===== config.mk =====
export PLATFORM = sky130hd
export DESIGN_NAME = lcdsp_top
export DESIGN_NICKNAME = d
export VERILOG_FILES = /design/src/common/lcdsp_pkg.sv /design/src/rtl/lcdsp_clkgen.sv /design/src/rtl/lcdsp_ladder.sv /design/src/rtl/lcdsp_top.sv
export SDC_FILE = /design/constraint.sdc
export NUM_CORES = 1
export LEC_CHECK = 0
export BUFFER_PORTS_ARGS = -buffer_cell sky130_fd_sc_hd__buf_2
export CAP_MARGIN = 40
export CORE_ASPECT_RATIO = 1.25
export CORE_MARGIN = 5
export CORE_UTILIZATION = 30
export DETAILED_ROUTE_END_ITERATION = 10
export SLEW_MARGIN = 25
export SYNTH_ARGS = -nofsm -noshare
export SYNTH_HDL_FRONTEND = slang
export SYNTH_SLANG_ARGS = --single-unit

===== constraint.sdc =====
create_clock -name aclk -period 10.4 [get_ports aclk]
set_input_delay 0.52 -clock aclk [delete_from_list [all_inputs] [get_ports aclk]]
set_output_delay 0.52 -clock aclk [all_outputs]
set_load 0.005 [all_outputs]

===== src/common/lcdsp_pkg.sv =====
// Package: register map, field layout and timing constants of the LCD drive block
package lcdsp_pkg;

	// ----------------------------------------------------------------
	// Register word indices (byte address = 4 * index)
	// ----------------------------------------------------------------
	localparam logic [5:0] IDX_CTRL   = 6'h00;
	localparam logic [5:0] IDX_PHASE  = 6'h01;
	localparam logic [5:0] IDX_REF    = 6'h02;
	localparam logic [5:0] IDX_LADDER = 6'h03;
	localparam logic [5:0] IDX_SEG    = 6'h04;
	localparam logic [5:0] IDX_PIX    = 6'h10;
	localparam logic [5:0] NUM_SEG    = 6'h06;
	localparam logic [5:0] NUM_PIX    = 6'h18;

	// ----------------------------------------------------------------
	// Field positions, write masks and reset value
	// ----------------------------------------------------------------
	localparam int CTRL_EN   = 7;
	localparam int CTRL_CS   = 2;
	localparam int PH_BIAS   = 6;
	localparam int PH_ACT    = 5;
	localparam int REF_IRE   = 7;
	localparam int REF_IRS   = 6;
	localparam int REF_CST   = 3;
	localparam int LAD_AP    = 6;
	localparam int LAD_BP    = 4;
	localparam logic [7:0] CTRL_WMASK = 8'h8F;
	localparam logic [7:0] LAD_WMASK  = 8'hF7;
	localparam logic [7:0] REG_RESET  = 8'h00;

	// ----------------------------------------------------------------
	// Reduced-pin variant and clock dividers
	// ----------------------------------------------------------------
	localparam int GRP_PARTIAL = 4;
	localparam int GRP_ABSENT  = 5;
	localparam logic [7:0] PARTIAL_MASK = 8'h01;
	localparam int SYS_PREDIV  = 4;
	localparam int SYS_FIXDIV  = 8192;
	localparam int OSC_DIV     = 32;
	localparam int SEG_COUNTS  = 32;
	localparam logic [1:0] RESP_OKAY   = 2'h0;
	localparam logic [1:0] RESP_SLVERR = 2'h2;

	typedef enum logic [1:0] {
		CS_SYS = 2'b00, CS_SECONDARY_OSCILLATOR = 2'b01, CS_RC = 2'b10, CS_RC2 = 2'b11
	} lcdsp_cs_e;
	typedef enum logic [1:0] {
		PWR_OFF = 2'b00, PWR_LOW = 2'b01, PWR_MED = 2'b10, PWR_HIGH = 2'b11
	} lcdsp_pwr_e;
	typedef enum logic [1:0] {
		BIAS_STATIC = 2'b00, BIAS_HALF = 2'b01, BIAS_THIRD = 2'b10
	} lcdsp_bias_e;
	typedef enum logic {IVAL_A = 1'b0, IVAL_B = 1'b1} lcdsp_ival_e;

	// Ladder enables driven toward the analog bias network
	typedef struct packed {
		logic low_on;
		logic med_on;
		logic high_on;
		logic contrast_on;
	} lcdsp_ladder_s;

endpackage


===== src/rtl/lcdsp_clkgen.sv =====
// LCD clock source selection, fixed dividers and power-of-two prescaler
`timescale 1ns/1ps
module lcdsp_clkgen #(
	parameter int SYS_DIV_CYC = lcdsp_pkg::SYS_PREDIV * lcdsp_pkg::SYS_FIXDIV
) (
	input  wire logic       aclk,
	input  wire logic       aresetn,
	input  wire logic       secondary_oscillator_clk_i,
	input  wire logic       internal_rc_osc_clk_i,
	input  wire logic [1:0] src_sel,
	input  wire logic [3:0] prescale_sel,
	input  wire logic       restart,
	input  wire logic       run,
	output logic            lcd_tick
);
	import lcdsp_pkg::*;

	logic [2:0]  so_s, rc_s;
	logic        so_l, rc_l, so_e, rc_e;
	logic [15:0] sys_q, pre_q;
	logic [4:0]  so_q, rc_q;
	wire         sys_t = (sys_q == 16'(SYS_DIV_CYC - 1));
	wire         so_t  = so_e && (so_q == 5'(OSC_DIV - 1));
	wire         rc_t  = rc_e && (rc_q == 5'(OSC_DIV - 1));
	// Source encoding: 00 system, 01 secondary osc, 1x internal RC
	wire         src_t = (src_sel == CS_SYS) ? sys_t : (src_sel == CS_SECONDARY_OSCILLATOR) ? so_t : rc_t;
	wire [15:0]  pre_lim = 16'((17'h00001 << prescale_sel) - 17'h00001);

	// Pin clocks: a rising edge counts once stages two and three agree
	always_ff @(posedge aclk) begin
		so_s <= {so_s[1:0], secondary_oscillator_clk_i};
		rc_s <= {rc_s[1:0], internal_rc_osc_clk_i};
		so_l <= (so_s[1] == so_s[2]) ? so_s[2] : so_l;
		rc_l <= (rc_s[1] == rc_s[2]) ? rc_s[2] : rc_l;
	end
	assign so_e = (so_s[1] == so_s[2]) && so_s[2] && !so_l;
	assign rc_e = (rc_s[1] == rc_s[2]) && rc_s[2] && !rc_l;

	// Fixed dividers; the system path ratio is not programmable
	always_ff @(posedge aclk) begin
		if (!aresetn || sys_t) sys_q <= 16'h0000;
		else sys_q <= sys_q + 16'h0001;
		if (!aresetn || so_t) so_q <= 5'h00;
		else so_q <= so_q + 5'(so_e);
		if (!aresetn || rc_t) rc_q <= 5'h00;
		else rc_q <= rc_q + 5'(rc_e);
	end

	// Hidden 16-bit prescaler; a new ratio restarts the count
	always_ff @(posedge aclk) begin
		if (!aresetn || restart || !run) pre_q <= 16'h0000;
		else if (src_t) pre_q <= (pre_q >= pre_lim) ? 16'h0000 : pre_q + 16'h0001;
	end
	assign lcd_tick = run && src_t && (pre_q >= pre_lim);
endmodule


===== src/rtl/lcdsp_ladder.sv =====
// Segment-time counter and interval A/B reference ladder power control
`timescale 1ns/1ps
module lcdsp_ladder (
	input  wire logic                aclk,
	input  wire logic                aresetn,
	input  wire logic                lcd_tick,
	input  wire logic                active,
	input  wire logic                ref_en,
	input  wire logic [7:0]          ladder_cfg,
	output lcdsp_pkg::lcdsp_ladder_s ladder_o
);
	import lcdsp_pkg::*;

	logic [4:0]  cnt_q;
	lcdsp_ival_e ival_q;
	wire  [4:0]  cnt_n = (cnt_q == 5'(SEG_COUNTS - 1)) ? 5'h00 : cnt_q + 5'h01;
	wire  [4:0]  a_len = {2'b00, ladder_cfg[2:0]};
	wire  [1:0]  pwr   = (ival_q == IVAL_A) ? ladder_cfg[LAD_AP +: 2] : ladder_cfg[LAD_BP +: 2];
	wire         on    = active && ref_en;

	// Count zero is the waveform transition; A runs first, B fills the rest
	always_ff @(posedge aclk) begin
		if (!aresetn || !active) begin
			cnt_q  <= 5'h00;
			ival_q <= IVAL_B;
		end else if (lcd_tick) begin
			cnt_q  <= cnt_n;
			ival_q <= (cnt_n < a_len) ? IVAL_A : IVAL_B;
		end
	end

	// High power in interval A also switches in the medium ladder
	assign ladder_o.low_on  = on && (pwr == PWR_LOW);
	assign ladder_o.med_on  = on && ((pwr == PWR_MED) ||
		((pwr == PWR_HIGH) && (ival_q == IVAL_A)));
	assign ladder_o.high_on = on && (pwr == PWR_HIGH);
	assign ladder_o.contrast_on = on;
endmodule


===== src/rtl/lcdsp_top.sv =====
// LCD segment/pixel drive control with AXI4-Lite register access
//
// The AXI4-Lite interface to the registers and the register offsets were left to the implementer.
`timescale 1ns/1ps
module lcdsp_top #(
	parameter bit REDUCED     = 1'b0,
	parameter int SYS_DIV_CYC = lcdsp_pkg::SYS_PREDIV * lcdsp_pkg::SYS_FIXDIV
) (
	input  wire logic                aclk,
	input  wire logic                aresetn,
	input  wire logic [7:0]          awaddr,
	input  wire logic                awvalid,
	output logic                     awready,
	input  wire logic [31:0]         wdata,
	input  wire logic [3:0]          wstrb,
	input  wire logic                wvalid,
	output logic                     wready,
	output logic [1:0]               bresp,
	output logic                     bvalid,
	input  wire logic                bready,
	input  wire logic [7:0]          araddr,
	input  wire logic                arvalid,
	output logic                     arready,
	output logic [31:0]              rdata,
	output logic [1:0]               rresp,
	output logic                     rvalid,
	input  wire logic                rready,
	input  wire logic                sleep_i,
	input  wire logic                secondary_oscillator_clk_i,
	input  wire logic                internal_rc_osc_clk_i,
	output logic [47:0]              seg_drive_en_o,
	output logic [191:0]             pixel_o,
	output logic [3:0]               com_used_o,
	output logic [2:0]               shared_common_pins_o,
	output logic [1:0]               bias_type_o,
	output logic [2:0]               bias_pin_en_o,
	output logic [2:0]               contrast_o,
	output logic                     ref_source_o,
	output logic                     lcd_tick_o,
	output lcdsp_pkg::lcdsp_ladder_s ladder_o
);
	import lcdsp_pkg::*;

	// ----------------------------------------------------------------
	// Register storage
	// ----------------------------------------------------------------
	logic [7:0]  ctrl_q;
	logic [3:0]  prescale_select_q;
	logic        bias_half_q;
	logic [7:0]  ref_q;
	logic [7:0]  ladder_q;
	logic [7:0]  se_q  [6];
	logic [7:0]  pix_q [24];
	logic        active_q;
	logic        bvalid_q;
	logic [1:0]  bresp_q;
	logic        rvalid_q;
	logic [1:0]  rresp_q;
	logic [7:0]  rdata_q;

	// ----------------------------------------------------------------
	// Write channel decode
	// ----------------------------------------------------------------
	// Address and data are taken together, so no skid storage is needed
	wire       wr_go  = awvalid && wvalid && !bvalid_q;
	wire       wr_en  = wr_go && wstrb[0];
	wire [5:0] w_idx  = awaddr[7:2];
	wire [7:0] wd     = wdata[7:0];
	wire [5:0] w_se   = w_idx - IDX_SEG;
	wire [5:0] w_px   = w_idx - IDX_PIX;
	wire       w_is_se = (w_idx >= IDX_SEG) && (w_se < NUM_SEG);
	wire       w_is_px = (w_idx >= IDX_PIX) && (w_px < NUM_PIX);
	wire       w_hit  = (w_idx <= IDX_LADDER) || w_is_se || w_is_px;

	assign awready = wr_go;
	assign wready  = wr_go;

	// ----------------------------------------------------------------
	// Read channel decode
	// ----------------------------------------------------------------
	wire       rd_go   = arvalid && !rvalid_q;
	wire [5:0] r_idx   = araddr[7:2];
	wire [5:0] r_se    = r_idx - IDX_SEG;
	wire [5:0] r_px    = r_idx - IDX_PIX;
	wire       r_is_se = (r_idx >= IDX_SEG) && (r_se < NUM_SEG);
	wire       r_is_px = (r_idx >= IDX_PIX) && (r_px < NUM_PIX);
	wire       r_hit   = (r_idx <= IDX_LADDER) || r_is_se || r_is_px;
	wire [7:0] phase_rd = {1'b0, bias_half_q, active_q, 1'b0, prescale_select_q};
	// The prescaler count itself is never visible here
	wire [7:0] r_byte  =
		(r_idx == IDX_CTRL)   ? ctrl_q :
		(r_idx == IDX_PHASE)  ? phase_rd :
		(r_idx == IDX_REF)    ? ref_q :
		(r_idx == IDX_LADDER) ? ladder_q :
		r_is_se ? se_q[r_se[2:0]] :
		r_is_px ? pix_q[r_px[4:0]] : REG_RESET;

	assign arready = !rvalid_q;

	// ----------------------------------------------------------------
	// Control, phase, reference and ladder registers
	// ----------------------------------------------------------------
	// Reset leaves multiplex select at static
	always_ff @(posedge aclk) begin
		if (!aresetn) begin
			ctrl_q            <= REG_RESET;
			prescale_select_q <= REG_RESET[3:0];
			bias_half_q       <= 1'b0;
			ref_q             <= REG_RESET;
			ladder_q          <= REG_RESET;
		end else if (wr_en) begin
			if (w_idx == IDX_CTRL) ctrl_q <= wd & CTRL_WMASK;
			if (w_idx == IDX_PHASE) begin
				prescale_select_q <= wd[3:0];
				bias_half_q       <= wd[PH_BIAS];
			end
			if (w_idx == IDX_REF) ref_q <= wd;
			if (w_idx == IDX_LADDER) ladder_q <= wd & LAD_WMASK;
		end
	end

	// ----------------------------------------------------------------
	// Segment enable and pixel registers
	// ----------------------------------------------------------------
	genvar g;
	generate
		for (g = 0; g < 6; g++) begin : g_se
			// Absent enables in the reduced variant ignore writes, read zero
			localparam bit PRESENT = !(REDUCED && (g >= GRP_PARTIAL));
			always_ff @(posedge aclk) begin
				if (!aresetn) se_q[g] <= REG_RESET;
				else if (wr_en && w_is_se && (w_se == 6'(g)) && PRESENT) se_q[g] <= wd;
			end
			assign seg_drive_en_o[g*8 +: 8] = se_q[g];
		end
		for (g = 0; g < 24; g++) begin : g_pix
			// Cells always store, so unused pixels serve as general storage
			localparam logic [7:0] MASK =
				!REDUCED ? 8'hFF :
				((g % 6) == GRP_ABSENT) ? 8'h00 :
				((g % 6) == GRP_PARTIAL) ? PARTIAL_MASK : 8'hFF;
			always_ff @(posedge aclk) begin
				if (!aresetn) pix_q[g] <= REG_RESET;
				else if (wr_en && w_is_px && (w_px == 6'(g))) pix_q[g] <= wd;
			end
			// Common g/6, segment group g mod 6; 1 drives the pixel dark
			assign pixel_o[(g/6)*48 + (g%6)*8 +: 8] = pix_q[g] & MASK;
		end
	endgenerate

	// ----------------------------------------------------------------
	// Bus responses
	// ----------------------------------------------------------------
	// One-cycle answer; unmapped words give SLVERR and read zero
	always_ff @(posedge aclk) begin
		if (!aresetn) begin
			bvalid_q <= 1'b0;
			bresp_q  <= RESP_OKAY;
		end else if (wr_go) begin
			bvalid_q <= 1'b1;
			bresp_q  <= w_hit ? RESP_OKAY : RESP_SLVERR;
		end else if (bready) begin
			bvalid_q <= 1'b0;
		end
	end

	always_ff @(posedge aclk) begin
		if (!aresetn) begin
			rvalid_q <= 1'b0;
			rresp_q  <= RESP_OKAY;
			rdata_q  <= REG_RESET;
		end else if (rd_go) begin
			rvalid_q <= 1'b1;
			rresp_q  <= r_hit ? RESP_OKAY : RESP_SLVERR;
			rdata_q  <= r_byte;
		end else if (rready) begin
			rvalid_q <= 1'b0;
		end
	end

	assign bvalid = bvalid_q;
	assign bresp  = bresp_q;
	assign rvalid = rvalid_q;
	assign rresp  = rresp_q;
	assign rdata  = {24'h000000, rdata_q};

	// ----------------------------------------------------------------
	// Module active status
	// ----------------------------------------------------------------
	// The system-derived clock stops in sleep; the oscillators keep running
	wire sys_src  = (ctrl_q[CTRL_CS +: 2] == CS_SYS);
	wire active_d = ctrl_q[CTRL_EN] && !(sleep_i && sys_src);
	always_ff @(posedge aclk) begin
		if (!aresetn) active_q <= 1'b0;
		else active_q <= active_d;
	end

	// ----------------------------------------------------------------
	// Clock generation and ladder power control
	// ----------------------------------------------------------------
	wire ps_wr = wr_en && (w_idx == IDX_PHASE);

	lcdsp_clkgen #(.SYS_DIV_CYC(SYS_DIV_CYC)) u_clkgen (
		.aclk         (aclk),
		.aresetn      (aresetn),
		.secondary_oscillator_clk_i   (secondary_oscillator_clk_i),
		.internal_rc_osc_clk_i  (internal_rc_osc_clk_i),
		.src_sel      (ctrl_q[CTRL_CS +: 2]),
		.prescale_sel (prescale_select_q),
		.restart      (ps_wr),
		.run          (active_q),
		.lcd_tick     (lcd_tick_o)
	);

	lcdsp_ladder u_ladder (
		.aclk       (aclk),
		.aresetn    (aresetn),
		.lcd_tick   (lcd_tick_o),
		.active     (active_q),
		.ref_en     (ref_q[REF_IRE]),
		.ladder_cfg (ladder_q),
		.ladder_o   (ladder_o)
	);

	// ----------------------------------------------------------------
	// Reference, contrast, bias and common pin outputs
	// ----------------------------------------------------------------
	// Contrast taps only mean something with the internal reference on
	assign contrast_o    = ladder_o.contrast_on ? ref_q[REF_CST +: 3] : 3'h0;
	assign ref_source_o  = ref_q[REF_IRS];
	assign bias_pin_en_o = ref_q[2:0];

	// Static mux forces static bias; 1/4 mux forces third bias
	wire [1:0] mux = ctrl_q[1:0];
	assign bias_type_o = (mux == 2'b00) ? BIAS_STATIC :
		((mux != 2'b11) && bias_half_q) ? BIAS_HALF : BIAS_THIRD;

	// Commons in use and shared pins taken over from digital I/O
	assign com_used_o = {mux == 2'b11, mux >= 2'b10, mux >= 2'b01, 1'b1};
	assign shared_common_pins_o = com_used_o[3:1];
endmodule


Word-level counts from Yosys, hierarchy flattened
Memories as Yosys holds them, arrays and structs flattened.
Cells that the tools add are included.
{"block": "classes", "bitwise_logic": 31, "n_mux": 142, "add_sub_neg": 10, "n_eq_ne": 46, "order_cmp": 14, "reduce_logical": 87, "shifts": 1}
{"op": "two-way mux 8 bit", "n": 36}
{"op": "two-way mux 1 bit", "n": 98}
{"op": "logical AND 1 bit", "n": 57}
{"op": "== test 6 x 2 -> 1 bit (second input constant)", "n": 8}
{"op": "== test 6 x 4 -> 1 bit (second input constant)", "n": 8}
{"op": "== test 6 x 5 -> 1 bit (second input constant)", "n": 8}
{"op": "== test 6 x 3 -> 1 bit (second input constant)", "n": 6}
{"op": "adder 16 x 1 -> 16 bit (second input constant)", "n": 2}
{"op": "OR 1 bit", "n": 30}
{"op": "== test 6 x 1 -> 1 bit (second input constant)", "n": 4}
{"op": "logical NOT 6 bit", "n": 4}
{"op": "== test 16 x 15 -> 1 bit (second input constant)", "n": 1}
{"op": ">= comparator 16 bit", "n": 1}
{"op": "two-way mux 16 bit", "n": 1}
{"op": "left shift 1 x 4 -> 16 bit (first input constant)", "n": 1}
{"op": "subtractor 16 x 1 -> 16 bit (second input constant)", "n": 1}
{"op": "== test 5 bit (second input constant)", "n": 3}
{"op": ">= comparator 6 x 3 -> 1 bit (second input constant)", "n": 2}
{"op": ">= comparator 6 x 5 -> 1 bit (second input constant)", "n": 2}
{"op": "<= comparator 6 x 2 -> 1 bit (second input constant)", "n": 2}
{"op": "less-than comparator 6 x 3 -> 1 bit (second input constant)", "n": 2}
{"op": "less-than comparator 6 x 5 -> 1 bit (second input constant)", "n": 2}
{"op": "subtractor 6 x 3 -> 6 bit (second input constant)", "n": 2}
{"op": "subtractor 6 x 5 -> 6 bit (second input constant)", "n": 2}
{"op": "18 further kinds", "n": 48}
{"block": "word_totals", "ram_bits": 240, "input_bits": 62, "regBits": 96, "mem_count": 2, "output_inout_bits": 302, "elab_cells": 354}
{"memory": "pix_q", "depth": 24, "word_bits": 8, "read_ports": 25, "rd_ports_with_merged_regs": 0, "wr": 24, "line_no": "lcdsp_top.sv:53", "rtl": "logic [7:0] pix_q [24];"}
{"memory": "se_q", "depth": 6, "word_bits": 8, "read_ports": 7, "rd_ports_with_merged_regs": 0, "wr": 6, "line_no": "lcdsp_top.sv:52", "rtl": "logic [7:0] se_q [6];"}

Logic depth before layout (Yosys ltp)
{"block": "logic_depth", "depth_word": 9, "mapped_depth": 17, "depth_no_buf": 13}

Modules after synthesis
A second synthesis with hierarchy kept.
{"block": "unflattened", "cells_unflattened": 1423, "area_unflattened_um2": 17108.9}
{"mod": "lcdsp_top", "cells_each": 1063, "n_inst": 1, "area_each_um2": 13962.1, "seq_area_each_um2": 7967.6}
{"mod": "lcdsp_clkgen", "cells_each": 307, "n_inst": 1, "area_each_um2": 2716.4, "seq_area_each_um2": 1021.0}
{"mod": "lcdsp_ladder", "cells_each": 53, "n_inst": 1, "area_each_um2": 430.4, "seq_area_each_um2": 120.1}

Worst setup path before layout
Ideal clock, no wire load.
{"block": "synth_path", "kind": "register -> output", "startpoint": "register prescale_select_q[0]", "endpoint": "output lcd_tick_o", "required_time_ns": 9.880, "arrival_ns": 3.314, "path_stages_with_launch": 15, "slack_ns": 6.566, "path_buffers": 3, "cell_sequence": "dfxtp_1 -> clkbuf_1 -> or2_2 -> or3_1 -> ha_1 -> clkbuf_1 -> nor4b_1 -> a21oi_1 -> o22a_1 -> ha_1 -> nand4_1 -> a2111oi_0 -> o31a_1 -> buf_2 -> and2_1"}
{"block": "synth_between", "elab_chain_len": 4}
{"item": "start, declared", "line_no": "lcdsp_top.sv:48", "rtl": "logic [3:0] prescale_select_q;"}
{"item": "start signal, assigned", "line_no": "lcdsp_top.sv:107", "rtl": "prescale_select_q <= REG_RESET[3:0];"}
{"item": "start signal, assigned", "line_no": "lcdsp_top.sv:114", "rtl": "prescale_select_q <= wd[3:0];"}
{"item": "left shift 1 x 4 -> 16 bit", "line_no": "lcdsp_clkgen.sv:27", "rtl": "wire [15:0] pre_lim = 16'((17'h00001 << prescale_sel) - 17'h00001);"}
{"item": "subtractor 16 x 1 -> 16 bit", "line_no": "lcdsp_clkgen.sv:27"}
{"item": ">= comparator 16 bit", "line_no": "lcdsp_clkgen.sv:54", "rtl": "assign lcd_tick = run && src_t && (pre_q >= pre_lim);"}
{"item": "logical AND 1 bit", "line_no": "lcdsp_clkgen.sv:54"}
{"item": "end, declared", "line_no": "lcdsp_top.sv:39", "rtl": "output logic lcd_tick_o,"}
Every way passes these cells.

Worst setup path after layout
{"block": "layout_path", "startpoint": "register prescale_select_q[1]", "endpoint": "output lcd_tick_o"}
Same word-level chain as after synthesis.

==> run_results.csv <==
group,metric,value,unit
outcome,status,"complete, no violations",
grt,grt_start_max_net_pins,50,
setup_path,crit_type,"reg2out",
min_path,hold_path_class,"in2reg",
setup_path,crit_top_cell,"ha_1",
synthesis,synth_seq_cells,334,
final_layout,fin_cells,2478,
die,die_h,274,µm
synthesis,synth_edf_count,242,
timing,slew_viol_final,0,
grt,grt_pass1_vias,12300,
routing,vias,12400,
setup_path,cp_slowest_cell,"o31a_1",
timing,tightest_slew,0.863,ns
timing,min_period_over_period,48.3,%
timing,setup_viol,0,
synthesis,synth_warnings,0,
timing,hold_viol,0,
placement,dpl.cell_count,2402,
synthesis,syn_inst,1417,
setup_path,critPathMaxFanout,14,
die,rows,96,
grt,grt_use_met2,31.6,%
setup_path,cp.arrival,4.50,ns
routing,antenna_left,0,
grt,met1_usage,21.5,%
timing,timing.fmax,199,MHz
cts,cts-root-buf,"clkbuf_16",
placement,gp_congestion,0.862,
cts,cts_resized,0,
setup_path,path_buf_inv,2,
power_and_ir_drop,power_density,148,nW/µm²
power_and_ir_drop,p_leak,8.55,nW
timing,slew_headroom,42.5,%
power_and_ir_drop,switching_power,0.000734,W
setup_path,critPathMaxStageDelay,0.55,ns
setup_path,startpoint_type,"flop",
routing,routed_wl,58.1,mm
die,ioPinCount,364,
cts,clockBufferDepth,3,
timing,rsz0062_at_grt,"false",
synthesis,yosysTopAreaCellShare,43.4,%
cts,post_cts_buffers,0,
routing,drc,0,
power_and_ir_drop,pwr-share-seq,49.1,%
cts,insertion_delay,0.55,ns
cts,htreeDepth,2,
synthesis,ys_types,71,
placement,io_buffers,305,
synthesis,post_synth.cell_area_avg,11.8,µm²
cts,cts.sinks,334,
synthesis,ys_seq_area_share,54.5,%
final_layout,nNetsFinal,1815,
power_and_ir_drop,power_frac_comb,7.9,%
die,start_util,30.3,%
grt,antenna_found_initial,9,
routing,drt_iter0_drc,972,
die,die_w,221,µm
routing,first_pass_iters,5,
power_and_ir_drop,swShare,24.4,%
setup_path,crit_family,"compound AO/OA/AOI/OAI gates",
cts,cts_tree,"yes",
timing,fin_tns_setup,0,ns
cts,cts-buffers-inserted,38,
setup_path,critPathRequiredTime,9.88,ns
grt,grt-busiest-layer,"met2",
synthesis,synth_ff_type,"edfxtp_1",
power_and_ir_drop,max-vdd-ir-drop,0.000132,V
setup_path,crit_chain,"or2_2 > or3_1 > ha_1 > nor4b_1 > a21oi_1 > o22a_1 > ha_1 > nand4_1 > a2111oi_0 > o31a_1 > buf_6 > and2_1 > buf_2",
final_layout,drive_gt1_share,27.6,%
synthesis,syn_area,16700,µm²
final_layout,area_growth,21.0,%
power_and_ir_drop,internal_power,0.00227,W
die,core-area,55100,µm²
setup_path,end_kind,"output port",
synthesis,yosys.area.top_type,"edfxtp_1",
final_layout,final.fill_count,5400,
routing,viasPerCell,4.98,
cts,hold_buffers,0,
grt,grt_first_pass_wirelength,82.5,mm
die,dieArea,60600,µm²
placement,place_hpwl,42.9,mm
synthesis,synthTopCellsByArea,"edfxtp_1 43%, dfxtp_1 11%, and2_1 9.4%",
grt,gr-total-overflow,0,
routing,routedWlPerCell,23.4,µm
timing,clock_skew,0.0165,ns
synthesis,async_flop_share,0,%
power_and_ir_drop,p_clk_share,43.0,%
grt,grtUsageMet3,4.59,%
run,max_cap_violations,0,
grt,track_usage,18.2,%
timing,final.min_clock_period,5.02,ns
cts,clkTransAtPathRegs,0.06,ns
-- cell families after synthesis --
family | count (synthesis) | synth area share [%]
compound gates | 167 | 6.31
xor+xnor | 35 | 1.83
fa+ha+maj | 43 | 3.22
buf+inv | 144 | 4.28
flops | 334 | 54.5
mux | 111 | 11.0
other cells | 2 | 0.0449
simple gates | 581 | 18.9
-- power groups by stage --
stage	registers (W)	logic (W)	clock network, W
floorplan	0.00150	0.000123	0
global placement	0.00150	0.000229	0
detailed placement	0.00150	0.000236	0
CTS	0.00148	0.000237	0.00132
global route	0.00148	0.000253	0.00137
finish	0.00148	0.000237	0.00129
-- registers in the layout (all words and copies together), names as in the netlist, 3 cells and up --
name               count
ladder_q               7
u_clkgen.rc_s          3
u_clkgen.so_s          3
u_clkgen.sys_q        16
ctrl_q                 5
u_ladder.cnt_q         5
u_clkgen.pre_q        16
rdata_q                8
pix_q                192
u_clkgen.so_q          5
prescale_select_q      4
u_clkgen.rc_q          5
ref_q                  8
se_q                  48
-- area by class of cell --
class	count	area, µm²	area share, %
Timing Repair Buffer	343	1910	9.43
Antenna cell	5	12.5	0.0618
Clock inverter	24	195	0.964
Multi-Input combinational cell	965	7010	34.6
Tap cell	735	920	4.54
Sequential cell	334	9110	45.0
Clock buffer	44	983	4.86
Inverter	28	105	0.519
-- worst reg2reg max path, stage by stage, from the launching register on --
cell and delay (ns):
dfxtp_1 0.44, or2_2 0.36, or3_1 0.34, ha_1 0.31
nor4b_1 0.29, a21oi_1 0.07, o22a_1 0.21, ha_1 0.30
nand4_1 0.08, a2111oi_0 0.52, o31a_1 0.55, buf_6 0.23
mux2i_1 0.18
-- metal layers --
metal / part of all wire [%] / wire, µm / up-vias
li1: - / - / 5660
met1: 39 / 22400 / 6122
met2: 49 / 28700 / 465
met3: 7.4 / 4300 / 100
met4: 4.5 / 2600 / 4
met5: 0.045 / 26 / -
-- cells in the mapped netlist (all sizes together) (12+ instances only) --
master  count
buf        58
ha         43
xnor2      13
xor2       22
nand4      16
inv        27
edfxtp    242
nor2b      13
o21ai      57
mux2i      47
nand3      36
a211oi     12
clkbuf     58
nor2      110
nand2      77
dfxtp      92
a21oi      43
nor3       24
and2      252
mux4       57
and3       18
-- layout by cell type, fill, tap and decap left out, types with 12 or more instances in the layout --
master	instances
clkbuf_16	38
mux2i_1	47
nor3_1	24
nor2b_1	13
buf_4	32
a21oi_1	43
edfxtp_1	242
nand3_1	36
buf_2	305
a211oi_1	12
xnor2_1	13
nand2_1	76
ha_1	43
dfxtp_1	92
and2_1	252
nor2_1	104
nand4_1	15
xor2_1	22
and3_1	18
inv_1	25
mux4_2	57
o21ai_0	52
conb_1	28
-- through the flow --
| stage | cell area, µm² | total power (W) | hold slack [ns] | util (%) | setup WS, ns |
|---|---|---|---|---|---|
| after floorplan | 16800 | 0.00162 | 0.310 | - | 6.57 |
| after global placement | 18900 | 0.00173 | 0.318 | 34.3 | 5.80 |
| after detailed placement | 19000 | 0.00174 | 0.316 | 34.4 | 5.99 |
| after CTS | 20200 | 0.00303 | 0.0604 | 36.6 | 5.38 |
| after global routing | 20200 | 0.00310 | 0.0665 | 36.7 | 5.09 |
| final | 20200 | 0.00301 | 0.0845 | 36.7 | 5.38 |
-- final timing paths --
kind | startpoint | to | slack (ns) | cells after the start
worst min-delay path | secondary_oscillator_clk_i | u_clkgen.so_s[0]$_DFF_P_ | 0.08 | 1
worst max-delay path | prescale_select_q[1]$_SDFFE_PN0P_ | lcd_tick_o | 5.38 | 13
worst max register to register | prescale_select_q[1]$_SDFFE_PN0P_ | u_ladder.cnt_q[0]$_SDFFE_PP0P_ | 6.45 | 12
worst min register to register | u_clkgen.so_s[0]$_DFF_P_ | u_clkgen.so_s[1]$_DFF_P_ | 0.33 | 0
(Power assumes the default switching activity.)
